$ cat src/esm_consts.svh
/*
 * Constants for the enabling switch monitor: register offsets, field
 * positions, reset values, diagnostic codes and timing figures.
 * Assumes the includer runs on the 20 MHz scan clock.
 */
`ifndef ESM_CONSTS_SVH
`define ESM_CONSTS_SVH

// Register byte offsets on the Wishbone slave
`define ESM_OFS_CTRL     8'h00
`define ESM_OFS_STATUS   8'h04
`define ESM_OFS_TIME     8'h08
`define ESM_OFS_DIAG     8'h0c

// Control register fields
`define ESM_CTRL_NOGATE_BIT  0
`define ESM_CTRL_LIMIT_LSB   8
`define ESM_CTRL_LIMIT_MSB   12

// Reset values: no external gate needed, time limit off
`define ESM_RST_NOGATE   1'b1
`define ESM_RST_LIMIT    5'h00
`define ESM_LIMIT_MAX    5'h14

// Diagnostic word codes
`define ESM_DG_NONE      16'h0000
`define ESM_DG_WAIT      16'h2001
`define ESM_DG_ONE_OPEN  16'h2005
`define ESM_DG_OFF_POS   16'h2012
`define ESM_DG_ON_POS    16'h8002
`define ESM_DG_TIMEOUT   16'hf002
`define ESM_DG_MISMATCH  16'hf00e
`define ESM_DG_UNDEF     16'hf00f

// Timing: clock rate, time units and their cycle counts
`define ESM_CLK_HZ       20000000
`define ESM_TICK_MS      1000
`define ESM_DISC_MS      100
`define ESM_SETTLE_MS    500
`define ESM_STEP_S       30
`define ESM_CYC_PER_MS   (`ESM_CLK_HZ / 1000)

`endif

$ cat src/esm_pkg.sv
/*
 * Types of the enabling switch monitor.
 * Assumes esm_consts.svh carries every numeric constant.
 */
package esm_pkg;

	// Monitor states, binary codes written out
	typedef enum logic [2:0] {
		ST_IDLE    = 3'b000,
		ST_WAIT0   = 3'b001,
		ST_READY   = 3'b010,
		ST_ON      = 3'b011,
		ST_WITHDRN = 3'b100,
		ST_PARTIAL = 3'b101,
		ST_FAULT   = 3'b110
	} esm_state_type;

endpackage

$ cat src/esm_enable_switch.sv
/*
 * Enabling switch monitor: decodes a three-position, two-contact switch,
 * drives release and fault contacts, limits bridging time, reports the
 * elapsed time and a diagnostic word, and exposes control over Wishbone.
 * Assumes channel, arming and gate inputs are synchronous to clk_i.
 */
// The register offsets and register access over Wishbone were left to the implementer.
`timescale 1ns/1ps
`include "esm_consts.svh"

// Behaviour
// RL1: Option bit selects whether the external gate is needed; default not.
// RL2: Limit is off or 0.5 to 10 minutes in half-minute steps; default off.
// RL3: With limit on, holding position 1 past it opens release, sets fault.
// RL4: Elapsed bridging time is always presented on an output.
// RL5: Diagnostic word: 2001 waiting, 2005 one channel open, 2012 switch off.
// RL6: Diagnostic word is 0000 when unarmed, 8002 when on and released.
// RL7: Diagnostic word: F002 time exceeded, F00F undefined position.
// RL8: Diagnostic word is 61454 when one channel opened and closed alone.
// RL9: Release may start only after arming while the switch is at position 0.
// RL10: Armed at position 0, moving to position 1 closes the release contact.
// RL11: Position 2 (panic) withdraws release at once.
// RL12: After withdrawal, release stays open on the way back through 1.
// RL13: Letting go from position 1 back to 0 withdraws release.
// RL14: Fault contact closes while a fault stands, opens once acknowledged.
// RL15: Wire break or channel disagreement is a fault, cleared at position 0.
// RL16: A time-out fault is cleared by returning to 0, allowing a new cycle.
// RL17: Inputs are two channels, an arming input and an optional gate input.
// RL18: With limit off, release holds as long as both channels are asserted.
// RL19: Both high is position 1, both low 0 or 2; lasting split undefined.
// RL20: The bridging timer counts only while released, clears on return to 0.
module esm_enable_switch
	import esm_pkg::*;
#(
	parameter int unsigned TICK_CYCLES   = `ESM_TICK_MS * `ESM_CYC_PER_MS,
	parameter int unsigned DISC_CYCLES   = `ESM_DISC_MS * `ESM_CYC_PER_MS,
	parameter int unsigned SETTLE_CYCLES = `ESM_SETTLE_MS * `ESM_CYC_PER_MS
) (
	input  wire logic        clk_i,             // Scan clock, 20 MHz
	input  wire logic        rst_i,             // Synchronous reset, high
	input  wire logic        wb_cyc_i,          // Wishbone cycle
	input  wire logic        wb_stb_i,          // Wishbone strobe
	input  wire logic        wb_we_i,           // Wishbone write
	input  wire logic [7:0]  wb_adr_i,          // Byte address
	input  wire logic [3:0]  wb_sel_i,          // Byte lanes
	input  wire logic [31:0] wb_dat_i,          // Write data
	output logic      [31:0] wb_dat_o,          // Read data
	output logic             wb_ack_o,          // Acknowledge
	input  wire logic        arming_coil_i,     // Arming from other logic
	input  wire logic        channel_one_input_i, // Switch contact A
	input  wire logic        channel_two_input_i, // Switch contact B
	input  wire logic        gate_enable_i,     // Optional block gate
	output logic             release_contact_o, // Release closed when high
	output logic             fault_contact_o,   // Fault closed when high
	output logic      [15:0] actual_time_output_o, // Elapsed seconds
	output logic      [15:0] diagnostic_word_o  // Status or error code
);

	esm_state_type state_r;
	esm_state_type state_nxt;
	logic          no_external_gate_r;
	logic [4:0]    bridging_time_limit_r;
	logic [15:0]   fault_code_r;
	logic [15:0]   fault_code_nxt;
	logic [31:0]   tick_cnt_r;
	logic [31:0]   disc_cnt_r;
	logic [31:0]   settle_cnt_r;
	logic [15:0]   time_r;
	logic          ack_r;
	logic [31:0]   dat_r;
	logic          both_hi;
	logic          both_lo;
	logic          active;
	logic          disc_done;
	logic          settle_done;
	logic          limit_hit;
	logic          bus_req;
	logic [15:0]   limit_s;

	// RL17 RL19 position decode
	assign both_hi = channel_one_input_i & channel_two_input_i;
	assign both_lo = ~channel_one_input_i & ~channel_two_input_i;

	// RL1 gate requirement
	// Block runs when armed and either the gate is ignored or present
	assign active = arming_coil_i & (no_external_gate_r | gate_enable_i);

	// Limit in seconds; zero means no limit is enforced
	assign limit_s = 16'(bridging_time_limit_r) * 16'(`ESM_STEP_S);

	// RL3 bridging limit reached
	assign limit_hit = (bridging_time_limit_r != 5'h00) && (time_r >= limit_s);

	assign disc_done   = (disc_cnt_r >= DISC_CYCLES - 1);
	assign settle_done = (settle_cnt_r >= SETTLE_CYCLES - 1);
	assign bus_req     = wb_cyc_i & wb_stb_i;

	// Next state of the switch monitor
	always_comb begin
		state_nxt      = state_r;
		fault_code_nxt = fault_code_r;
		case (state_r)
			ST_IDLE: begin
				// RL9 arm only from position 0
				if (active && both_lo)
					state_nxt = ST_READY;
				else if (active)
					state_nxt = ST_WAIT0;
			end
			ST_WAIT0: begin
				if (!active)
					state_nxt = ST_IDLE;
				else if (both_lo)
					state_nxt = ST_READY;
			end
			ST_READY: begin
				// RL10 press to position 1
				if (!active)
					state_nxt = ST_IDLE;
				else if (both_hi)
					state_nxt = ST_ON;
				else if (!both_lo)
					state_nxt = ST_PARTIAL;
			end
			ST_PARTIAL: begin
				// RL8 one channel opened and closed alone
				if (!active)
					state_nxt = ST_IDLE;
				else if (both_hi)
					state_nxt = ST_ON;
				else if (both_lo) begin
					state_nxt      = ST_FAULT;
					fault_code_nxt = `ESM_DG_MISMATCH;
				end else if (disc_done) begin
					// RL15 sustained disagreement is a wire fault
					state_nxt      = ST_FAULT;
					fault_code_nxt = `ESM_DG_UNDEF;
				end
			end
			ST_ON: begin
				// RL3 time-out fault
				if (limit_hit) begin
					state_nxt      = ST_FAULT;
					fault_code_nxt = `ESM_DG_TIMEOUT;
				end else if (!active || !both_hi)
					// RL11 RL13 RL18 drop as soon as a channel opens
					state_nxt = ST_WITHDRN;
			end
			ST_WITHDRN: begin
				// RL12 stay open until position 0 has settled
				if (!both_lo && !both_hi && disc_done) begin
					state_nxt      = ST_FAULT;
					fault_code_nxt = `ESM_DG_UNDEF;
				end else if (both_lo && settle_done)
					state_nxt = active ? ST_READY : ST_IDLE;
			end
			ST_FAULT: begin
				// RL15 RL16 acknowledge by position 0
				if (both_lo) begin
					state_nxt      = active ? ST_READY : ST_IDLE;
					fault_code_nxt = `ESM_DG_NONE;
				end
			end
			default: begin
				state_nxt = ST_IDLE;
			end
		endcase
	end

	// State and fault code registers
	always_ff @(posedge clk_i) begin
		if (rst_i) begin
			state_r      <= ST_IDLE;
			fault_code_r <= `ESM_DG_NONE;
		end else begin
			state_r      <= state_nxt;
			fault_code_r <= fault_code_nxt;
		end
	end

	// Discrepancy window while the channels disagree
	always_ff @(posedge clk_i) begin
		if (rst_i || both_hi || both_lo)
			disc_cnt_r <= 32'h0000_0000;
		else if (!disc_done)
			disc_cnt_r <= disc_cnt_r + 32'h0000_0001;
	end

	// Settle window: a long position 0 ends a withdrawal, which
	// tells a true release apart from a pass through position 1
	always_ff @(posedge clk_i) begin
		if (rst_i || !both_lo || state_r != ST_WITHDRN)
			settle_cnt_r <= 32'h0000_0000;
		else if (!settle_done)
			settle_cnt_r <= settle_cnt_r + 32'h0000_0001;
	end

	// RL20 one-second tick and elapsed bridging time
	always_ff @(posedge clk_i) begin
		if (rst_i || state_nxt == ST_READY || state_nxt == ST_IDLE) begin
			tick_cnt_r <= 32'h0000_0000;
			time_r     <= 16'h0000;
		end else if (state_r == ST_ON) begin
			if (tick_cnt_r >= TICK_CYCLES - 1) begin
				tick_cnt_r <= 32'h0000_0000;
				time_r     <= time_r + 16'h0001;
			end else
				tick_cnt_r <= tick_cnt_r + 32'h0000_0001;
		end
	end

	// RL14 contacts from the next state, so both leave flip-flops
	always_ff @(posedge clk_i) begin
		if (rst_i) begin
			release_contact_o <= 1'b0;
			fault_contact_o   <= 1'b0;
		end else begin
			release_contact_o <= (state_nxt == ST_ON);
			fault_contact_o   <= (state_nxt == ST_FAULT);
		end
	end

	// RL4 elapsed time output
	always_ff @(posedge clk_i) begin
		if (rst_i)
			actual_time_output_o <= 16'h0000;
		else
			actual_time_output_o <= time_r;
	end

	// RL5 RL6 RL7 diagnostic word follows the next state
	always_ff @(posedge clk_i) begin
		if (rst_i)
			diagnostic_word_o <= `ESM_DG_NONE;
		else begin
			case (state_nxt)
				ST_WAIT0:   diagnostic_word_o <= `ESM_DG_WAIT;
				ST_READY:   diagnostic_word_o <= `ESM_DG_OFF_POS;
				ST_PARTIAL: diagnostic_word_o <= `ESM_DG_ONE_OPEN;
				ST_ON:      diagnostic_word_o <= `ESM_DG_ON_POS;
				ST_WITHDRN: diagnostic_word_o <= `ESM_DG_OFF_POS;
				ST_FAULT:   diagnostic_word_o <= fault_code_nxt;
				default:    diagnostic_word_o <= `ESM_DG_NONE;
			endcase
		end
	end

	// Wishbone acknowledge: one cycle after the request, one cycle long
	always_ff @(posedge clk_i) begin
		if (rst_i)
			ack_r <= 1'b0;
		else
			ack_r <= bus_req & ~ack_r;
	end

	// RL1 RL2 control writes land on the edge where ack is sampled
	// Limit values above ten minutes are clamped, never wrapped
	always_ff @(posedge clk_i) begin
		if (rst_i) begin
			no_external_gate_r    <= `ESM_RST_NOGATE;
			bridging_time_limit_r <= `ESM_RST_LIMIT;
		end else if (bus_req && ack_r && wb_we_i &&
				wb_adr_i == `ESM_OFS_CTRL) begin
			if (wb_sel_i[0])
				no_external_gate_r <= wb_dat_i[`ESM_CTRL_NOGATE_BIT];
			if (wb_sel_i[1]) begin
				if (wb_dat_i[`ESM_CTRL_LIMIT_MSB:`ESM_CTRL_LIMIT_LSB] >
						`ESM_LIMIT_MAX)
					bridging_time_limit_r <= `ESM_LIMIT_MAX;
				else
					bridging_time_limit_r <=
						wb_dat_i[`ESM_CTRL_LIMIT_MSB:`ESM_CTRL_LIMIT_LSB];
			end
		end
	end

	// Read data captured with the acknowledge; unmapped reads give zero
	always_ff @(posedge clk_i) begin
		if (rst_i)
			dat_r <= 32'h0000_0000;
		else if (bus_req && !ack_r) begin
			if (wb_adr_i == `ESM_OFS_CTRL)
				dat_r <= {19'h0, bridging_time_limit_r, 7'h0,
					no_external_gate_r};
			else if (wb_adr_i == `ESM_OFS_STATUS)
				dat_r <= {24'h0, 1'b0, state_r, 1'b0, active,
					fault_contact_o, release_contact_o};
			else if (wb_adr_i == `ESM_OFS_TIME)
				dat_r <= {16'h0, time_r};
			else if (wb_adr_i == `ESM_OFS_DIAG)
				dat_r <= {16'h0, diagnostic_word_o};
			else
				dat_r <= 32'h0000_0000;
		end
	end

	assign wb_ack_o = ack_r;
	assign wb_dat_o = dat_r;
endmodule // esm_enable_switch

$ cat config.mk
export PLATFORM = sky130hd
export DESIGN_NAME = esm_enable_switch
export DESIGN_NICKNAME = d
export VERILOG_FILES = /design/src/esm_pkg.sv /design/src/esm_enable_switch.sv
export VERILOG_INCLUDE_DIRS = /design/src
export SDC_FILE = /design/constraint.sdc
export NUM_CORES = 1
export LEC_CHECK = 0
export BUFFER_PORTS_ARGS = -buffer_cell sky130_fd_sc_hd__buf_4
export CELL_PAD_IN_SITES_DETAIL_PLACEMENT = 1
export CELL_PAD_IN_SITES_GLOBAL_PLACEMENT = 2
export CORE_ASPECT_RATIO = 0.8
export CORE_UTILIZATION = 35
export DETAILED_ROUTE_END_ITERATION = 8
export GPL_TIMING_DRIVEN = 0
export HOLD_SLACK_MARGIN = 0.12
export PLACE_DENSITY_LB_ADDON = 0.1
export SYNTH_ARGS = -nofsm -noshare
export SYNTH_HDL_FRONTEND = slang
export SYNTH_SLANG_ARGS = --single-unit
export TNS_END_PERCENT = 20
$ cat constraint.sdc
create_clock -name clk_i -period 5.52 [get_ports clk_i]
set_clock_uncertainty 0.2 [all_clocks]
set_input_delay 0.828 -clock clk_i [delete_from_list [all_inputs] [get_ports clk_i]]
set_output_delay 0.828 -clock clk_i [all_outputs]
set_load 0.03 [all_outputs]
# Word-level counts from Yosys, hierarchy flattened
# Index checks and enable logic that the tools add are counted.
[word_totals]
reg_bits = 204
out_inout_bits = 67
[op_classes]
eq_ne = 16
n_mul = 1
n_reduce_logical = 28
n_mux = 33
magnitude_cmp = 5
add_sub_neg = 4
n_bitwise = 9
[op_table]
columns = ["operator", "n"]
rows = [
  ["2-to-1 mux 16 bit", 11],
  ["adder 32 x 1 -> 32 bit (second input constant)", 3],
  ["case mux 16 bit (5 select lines)", 1],
  ["case mux 16 bit (4 select lines)", 1],
  ["2-to-1 mux 3 bit", 16],
  [">= comparator 32 x 21 -> 1 bit (second input constant)", 1],
  [">= comparator 32 x 24 -> 1 bit (second input constant)", 1],
  [">= comparator 32 x 25 -> 1 bit (second input constant)", 1],
  ["2-to-1 mux 32 bit", 1],
  ["case mux 3 bit (7 select lines)", 1],
  ["equality test 3 bit (second input constant)", 6],
  ["adder 16 x 1 -> 16 bit (second input constant)", 1],
  ["equality test 8 x 4 -> 1 bit (second input constant)", 2],
  [">= comparator 16 x 10 -> 1 bit", 1],
  ["equality test 3 x 2 -> 1 bit (second input constant)", 4],
  ["logical AND 1 bit", 9],
  ["multiplier 5 x 4 -> 9 bit (second input constant)", 1],
  ["equality test 8 x 3 -> 1 bit (second input constant)", 1],
  ["logical NOT 8 bit", 1],
  ["logical OR 1 bit", 7],
  ["equality test 3 x 1 -> 1 bit (second input constant)", 2],
  ["logical NOT 3 bit", 2],
  ["AND reduction 2 bit", 3],
  ["AND 1 bit", 5],
  ["9 further kinds", 14],
]

# Logic depth before layout (Yosys ltp)
[depth]
depth_word = 10
mapped_depth = 20
ltp_nobuf = 19

# Worst setup path before layout
# No wires, ideal clock.
[synth_timing]
kind = "reg-to-reg"
from = "register bridging_time_limit_r[3]"
to = "register time_r[11]"
stages_incl_launch_ff = 20
setup_slack_ns = 0.855
setup_time_ns = 0.128
t_arrival_ns = 4.337
n_path_buf = 1
cell_sequence = "dfxtp_1 inv_1 fa_1 fa_1 inv_1 ha_1 a21oi_1 o21bai_1 a21o_1 a21oi_1 xor2_1 ha_1 nand2_1 a31oi_1 o2bb2ai_1 nor2_1 o211ai_2 o21ai_2 clkbuf_1 nor2_1"
[synth_between]
elab_chain_len = 8
word_cells_on_any_way = 10
cone_classes = "mul: 1; order compare: 1; eq/ne: 1; mux: 2; reduce/logical: 5"
[synth_rtl]
columns = ["element", "line_no", "text"]
rows = [
  ["start: declaration", "esm_enable_switch.sv:62", "logic [4:0] bridging_time_limit_r;"],
  ["start signal: assignment", "esm_enable_switch.sv:261", "bridging_time_limit_r <= `ESM_RST_LIMIT;"],
  ["start signal: assignment", "esm_enable_switch.sv:269", "bridging_time_limit_r <= `ESM_LIMIT_MAX;"],
  ["start signal: assignment", "esm_enable_switch.sv:271", "bridging_time_limit_r <="],
  ["multiplier 5 x 4 -> 9 bit", "esm_enable_switch.sv:89", "assign limit_s = 16'(bridging_time_limit_r) * 16'(`ESM_STEP_S);"],
  [">= comparator 16 x 10 -> 1 bit", "esm_enable_switch.sv:92", "assign limit_hit = (bridging_time_limit_r != 5'h00) && (time_r >= limit_s);"],
  ["logical AND 1 bit (*)", "esm_enable_switch.sv:92", ""],
  ["2-to-1 mux 3 bit (*)", "esm_enable_switch.sv:142", "if (limit_hit) begin"],
  ["case mux 3 bit (7 select lines) (*)", "esm_enable_switch.sv:102", "case (state_r)"],
  ["equality test 3 x 2 -> 1 bit", "esm_enable_switch.sv:200", "if (rst_i || state_nxt == ST_READY || state_nxt == ST_IDLE) begin"],
  ["logical OR 1 bit", "esm_enable_switch.sv:200", ""],
  ["logical OR 1 bit (*)", "esm_enable_switch.sv:200", ""],
  ["end signal: assignment", "esm_enable_switch.sv:206", "time_r <= time_r + 16'h0001;"],
  ["end: declaration", "esm_enable_switch.sv:68", "logic [15:0] time_r;"],
]
# Mark *: on every way between the ends. The rest lies on a longest branch, timed or not.
# A chain may end at the register's enable or synchronous reset.

# Final worst setup path
[layout_timing]
from = "register bridging_time_limit_r[2]"
to = "register tick_cnt_r[3]"
[layout_between]
elab_chain_len = 8
word_cells_on_any_way = 10
cone_classes = "mul: 1; order compare: 1; eq/ne: 1; mux: 2; reduce/logical: 5"
[layout_rtl]
columns = ["element", "line_no", "text"]
rows = [
  ["multiplier 5 x 4 -> 9 bit", "esm_enable_switch.sv:89", ""],
  [">= comparator 16 x 10 -> 1 bit", "esm_enable_switch.sv:92", ""],
  ["logical AND 1 bit (*)", "esm_enable_switch.sv:92", ""],
  ["2-to-1 mux 3 bit (*)", "esm_enable_switch.sv:142", ""],
  ["case mux 3 bit (7 select lines) (*)", "esm_enable_switch.sv:102", ""],
  ["equality test 3 x 2 -> 1 bit", "esm_enable_switch.sv:200", ""],
  ["logical OR 1 bit", "esm_enable_switch.sv:200", ""],
  ["logical OR 1 bit (*)", "esm_enable_switch.sv:200", ""],
  ["end signal: assignment", "esm_enable_switch.sv:208", "tick_cnt_r <= tick_cnt_r + 32'h0000_0001;"],
  ["end: declaration", "esm_enable_switch.sv:65", "logic [31:0] tick_cnt_r;"],
]
# Marks and branches as above.

==> metrics.md <==
| Metric | Value |
|---|---|
| Status | finished with violations |
| Failing checks | DRC |
| Min-delay worst type | reg -> reg |
| Die width | 179 um |
| First-pass GRT wire length | 38,300 um |
| NetSw | 0.642 mW |
| Via density | 5.06 |
| Yosys reg bits | 188 |
| Ys async rst share | 0% |
| Final hold vios | 0 |
| Clock Path Buffers | 2 |
| Rows | 51 |
| Vias in the first global route | 7,025 |
| Final nets | 1,184 |
| Endpoint required time on the critical path | 5.68 ns |
| FMAX | 0.193 GHz |
| Dpl hpwl | 18,000 um |
| Final period util | 94.0% |
| # hold bufs at CTS | 0 |
| Layout cell share with drive strength beyond 1 | 15.2% |
| Clock Pin Slew Worst Setup and Hold Paths | 0.07 ns |
| Antenna violations before repair | 0 |
| Remaining DRCs | 30 |
| Worst-skew pair later-pin latency | 0.43 ns |
| Layout Utilization | 42.6% |
| Peak supply drop | 0.210 mV |
| Slew Limit Fails | 0 |
| Sequential area share after synthesis | 42.7% |
| Synth Area per Inst | 8.94 sq um |
| Crit path DAT | 5.35 ns |
| Total track usage | 19.3% |
| Mapped Cells | 985 |
| CTS root buffer | clkbuf_16 |
| Iter 0 DRT Violations | 411 |
| Pre-antenna DRT Iters | 8 |
| Internal | 2.08 mW |
| Htree depth | 4 |
| RSZ-0062 raised after global routing | false |
| Min cycle time layout | 5.19 ns |
| Die Y-Extent | 144 um |
| Part of the power in the clock network | 45.5% |
| Critical path class | reg -> reg |
| Drt wl/cell | 16.9 um |
| Total power | 2.72 mW |
| Vias | 7,212 |
| Synth warn | 0 |
| Slew HR | 41.2% |
| Top FF cell, synth | dfxtp_1 |
| Total gr overflow | 0 |
| Floorplan core area | 24,500 sq um |
| Syn Std Cell Area | 8810 sq um |
| CP Launch Type | flop |
| CTS tree | built |
| IO Port Bufs | 75 |
| Critical path launch point | bridging_time_limit_r[2] |
| GPL Wtd Cong | 0.773 |
| DRT Wirelength | 24,100 um |
| Largest net degree at the start of global routing | 18 |
| Crit path capture type | flop |
| Ant. Diodes | 0 |
| Worst-Margin Slew | 0.880 ns |
| TritonCTS Buffers | 17 |
| Hold wc startpoint | fault_code_r[9] |
| Switch share | 23.6% |
| Setup violators final | 0 |
| Post-synth EDFFs | 0 |
| Clock Sink Count | 188 |
| Initial Util | 35.9% |
| Die footprint | 25,800 sq um |
| Power per Cell Area | 260 nW/um^2 |
| Library cells used by synthesis | 75 |
| Register share of total power | 50.1% |
| Max-cap violation count | 0 |
| Worst R2R Start | bridging_time_limit_r[2] |
| Combinational Power Share | 4.4% |
| IO Count | 120 |
| Max Fanout on Critical Path | 10 |
| Post-route ant nets | 0 |
| Lkg Pwr | 4.07 nW |
| Layout area overhead | 18.7% |
## placed cells by master, fill, tap and decap left out, types with 5 or more instances in the layout
cell / synthesis / final
a211oi_1: 7 / 7
conb_1: 1 / 16
nand2b_1: 11 / 11
nor2_2: 10 / 11
nand2_1: 63 / 63
nor2_1: 120 / 119
mux2i_1: 7 / 7
a31oi_1: 8 / 7
ha_1: 29 / 29
nand3_1: 37 / 37
xnor2_1: 23 / 23
dfxtp_1: 188 / 187
nor3_1: 18 / 18
and2_1: 38 / 38
buf_4: 16 / 92
xor2_1: 55 / 55
mux2_2: 10 / 10
nor2b_1: 22 / 22
inv_6: 0 / 5
a22oi_1: 8 / 8
o21ai_0: 22 / 22
fa_1: 7 / 7
nor4_1: 11 / 11
or3_1: 13 / 13
o311ai_0: 6 / 6
clkbuf_1: 30 / 30
clkbuf_16: 0 / 17
nand3b_1: 5 / 5
and3_1: 29 / 29
nand4_1: 29 / 29
inv_1: 34 / 34
a21oi_1: 43 / 43
## metal layers
| metal | routed length, um | part of all wire (%) | track usage (%) | vias up |
|---|---|---|---|---|
| li1 | - | - | - | 3615 |
| met1 | 12700 | 53 | 28.7 | 3462 |
| met2 | 10200 | 42 | 28.3 | 124 |
| met3 | 974 | 4.0 | 3.60 | 11 |
| met4 | 157 | 0.65 | 4.56 | 0 |
| met5 | 0 | 0 | 0 | - |
## sequential cells by signal, indices dropped and copies added, names as in the netlist
register	cells
release_contact_o	1
bridging_time_limit_r	5
fault_contact_o	1
fault_code_r	16
settle_cnt_r	32
actual_time_output_o	16
disc_cnt_r	32
state_r	3
no_external_gate_r	1
diagnostic_word_o	16
tick_cnt_r	32
wb_dat_o	16
time_r	16
wb_ack_o	1
## cell usage after synthesis (8+ instances only)
cell | instances | area share (%)
or3_1 | 13 | 0.92
a21oi_1 | 43 | 2.4
xor2_1 | 55 | 5.5
clkbuf_1 | 30 | 1.3
nand2_1 | 63 | 2.7
mux2_2 | 10 | 1.3
inv_1 | 34 | 1.4
nor4_1 | 11 | 0.78
xnor2_1 | 23 | 2.3
nor2_2 | 10 | 0.71
dfxtp_1 | 188 | 43
nand2b_1 | 11 | 0.78
nor2_1 | 120 | 5.1
ha_1 | 29 | 4.1
a31oi_1 | 8 | 0.57
o21ai_0 | 22 | 1.3
buf_4 | 16 | 1.4
and3_1 | 29 | 2.1
and2_1 | 38 | 2.7
nor3_1 | 18 | 1.0
nor2b_1 | 22 | 1.6
a22oi_1 | 8 | 0.68
nand4_1 | 29 | 2.1
nand3_1 | 37 | 2.1
## worst max-delay path: stages (launching register included)
cell	delay, ns
dfxtp_1	0.43
inv_1	0.19
fa_1	0.52
fa_1	0.52
inv_1	0.04
ha_1	0.32
a21oi_1	0.15
o21bai_1	0.11
a21o_1	0.19
a21oi_1	0.19
xor2_1	0.17
ha_1	0.26
nand2_1	0.08
a31oi_1	0.18
or4_1	0.57
a31o_2	0.28
a211o_1	0.40
buf_6	0.20
nor2_2	0.12
## worst paths after layout
path,to,slack [ns],depth (start not counted)
setup / recovery,tick_cnt_r[3],0.33,18
setup reg to reg,tick_cnt_r[3],0.33,18
hold / removal,diagnostic_word_o[9],0.25,1
hold reg to reg,diagnostic_word_o[9],0.25,1
## kinds of logic (layout without fill, tap and decap cells)
family,count (synthesis),count (layout),synth area share (%)
AND/OR/NAND/NOR,428,428,25.2
flip-flops,188,188,42.7
AO/OA/AOI/OAI,147,147,11.4
buffers and inverters,89,197,4.84
XOR/XNOR,78,78,7.76
adder cells (fa/ha/maj),36,36,5.71
multiplexers,18,18,2.33
other,1,16,0.0426
## repair_timing
| action | 4_1_cts | 5_1_grt |
|---|---|---|
| pin swaps | 0 | 1 |
| setup buffers | 0 | 1 |
| cloned | 0 | 0 |
| resized for setup | 4 | 3 |
| setup endpoints to repair | 18 | 32 |
## stage by stage
step                      hold slack, ns  area, sq um  std cells  TNS [ns]  worst slack (ns)
after global placement             0.233         9820       1393     -2.33            -0.234
final                              0.253        10500       1426         0             0.329
after CTS                          0.255        10400       1425         0            0.0529
after floorplan                    0.221         8860       1000         0             0.855
after global routing               0.278        10500       1426         0            0.0534
after detailed placement           0.239         9820       1393     -2.31            -0.227
## power by group through the flow
stage	combinational (mW)	sequential, mW	clock (mW)
global placement	0.118	1.39	0
finish	0.120	1.36	1.24
floorplan	0.0730	1.39	0
CTS	0.119	1.36	1.27
global route	0.131	1.36	1.34
detailed placement	0.118	1.39	0
## layout make-up
type	count	area (sq um)
Fill cell	2907	14100
Clock inverter	14	156
Tap cell	318	398
Inverter	34	128
Clock buffer	18	429
Timing Repair Buffer	76	571
Buffer	55	300
Multi-Input combinational cell	723	4700
Sequential cell	188	3760
(Power assumes the default switching activity.)
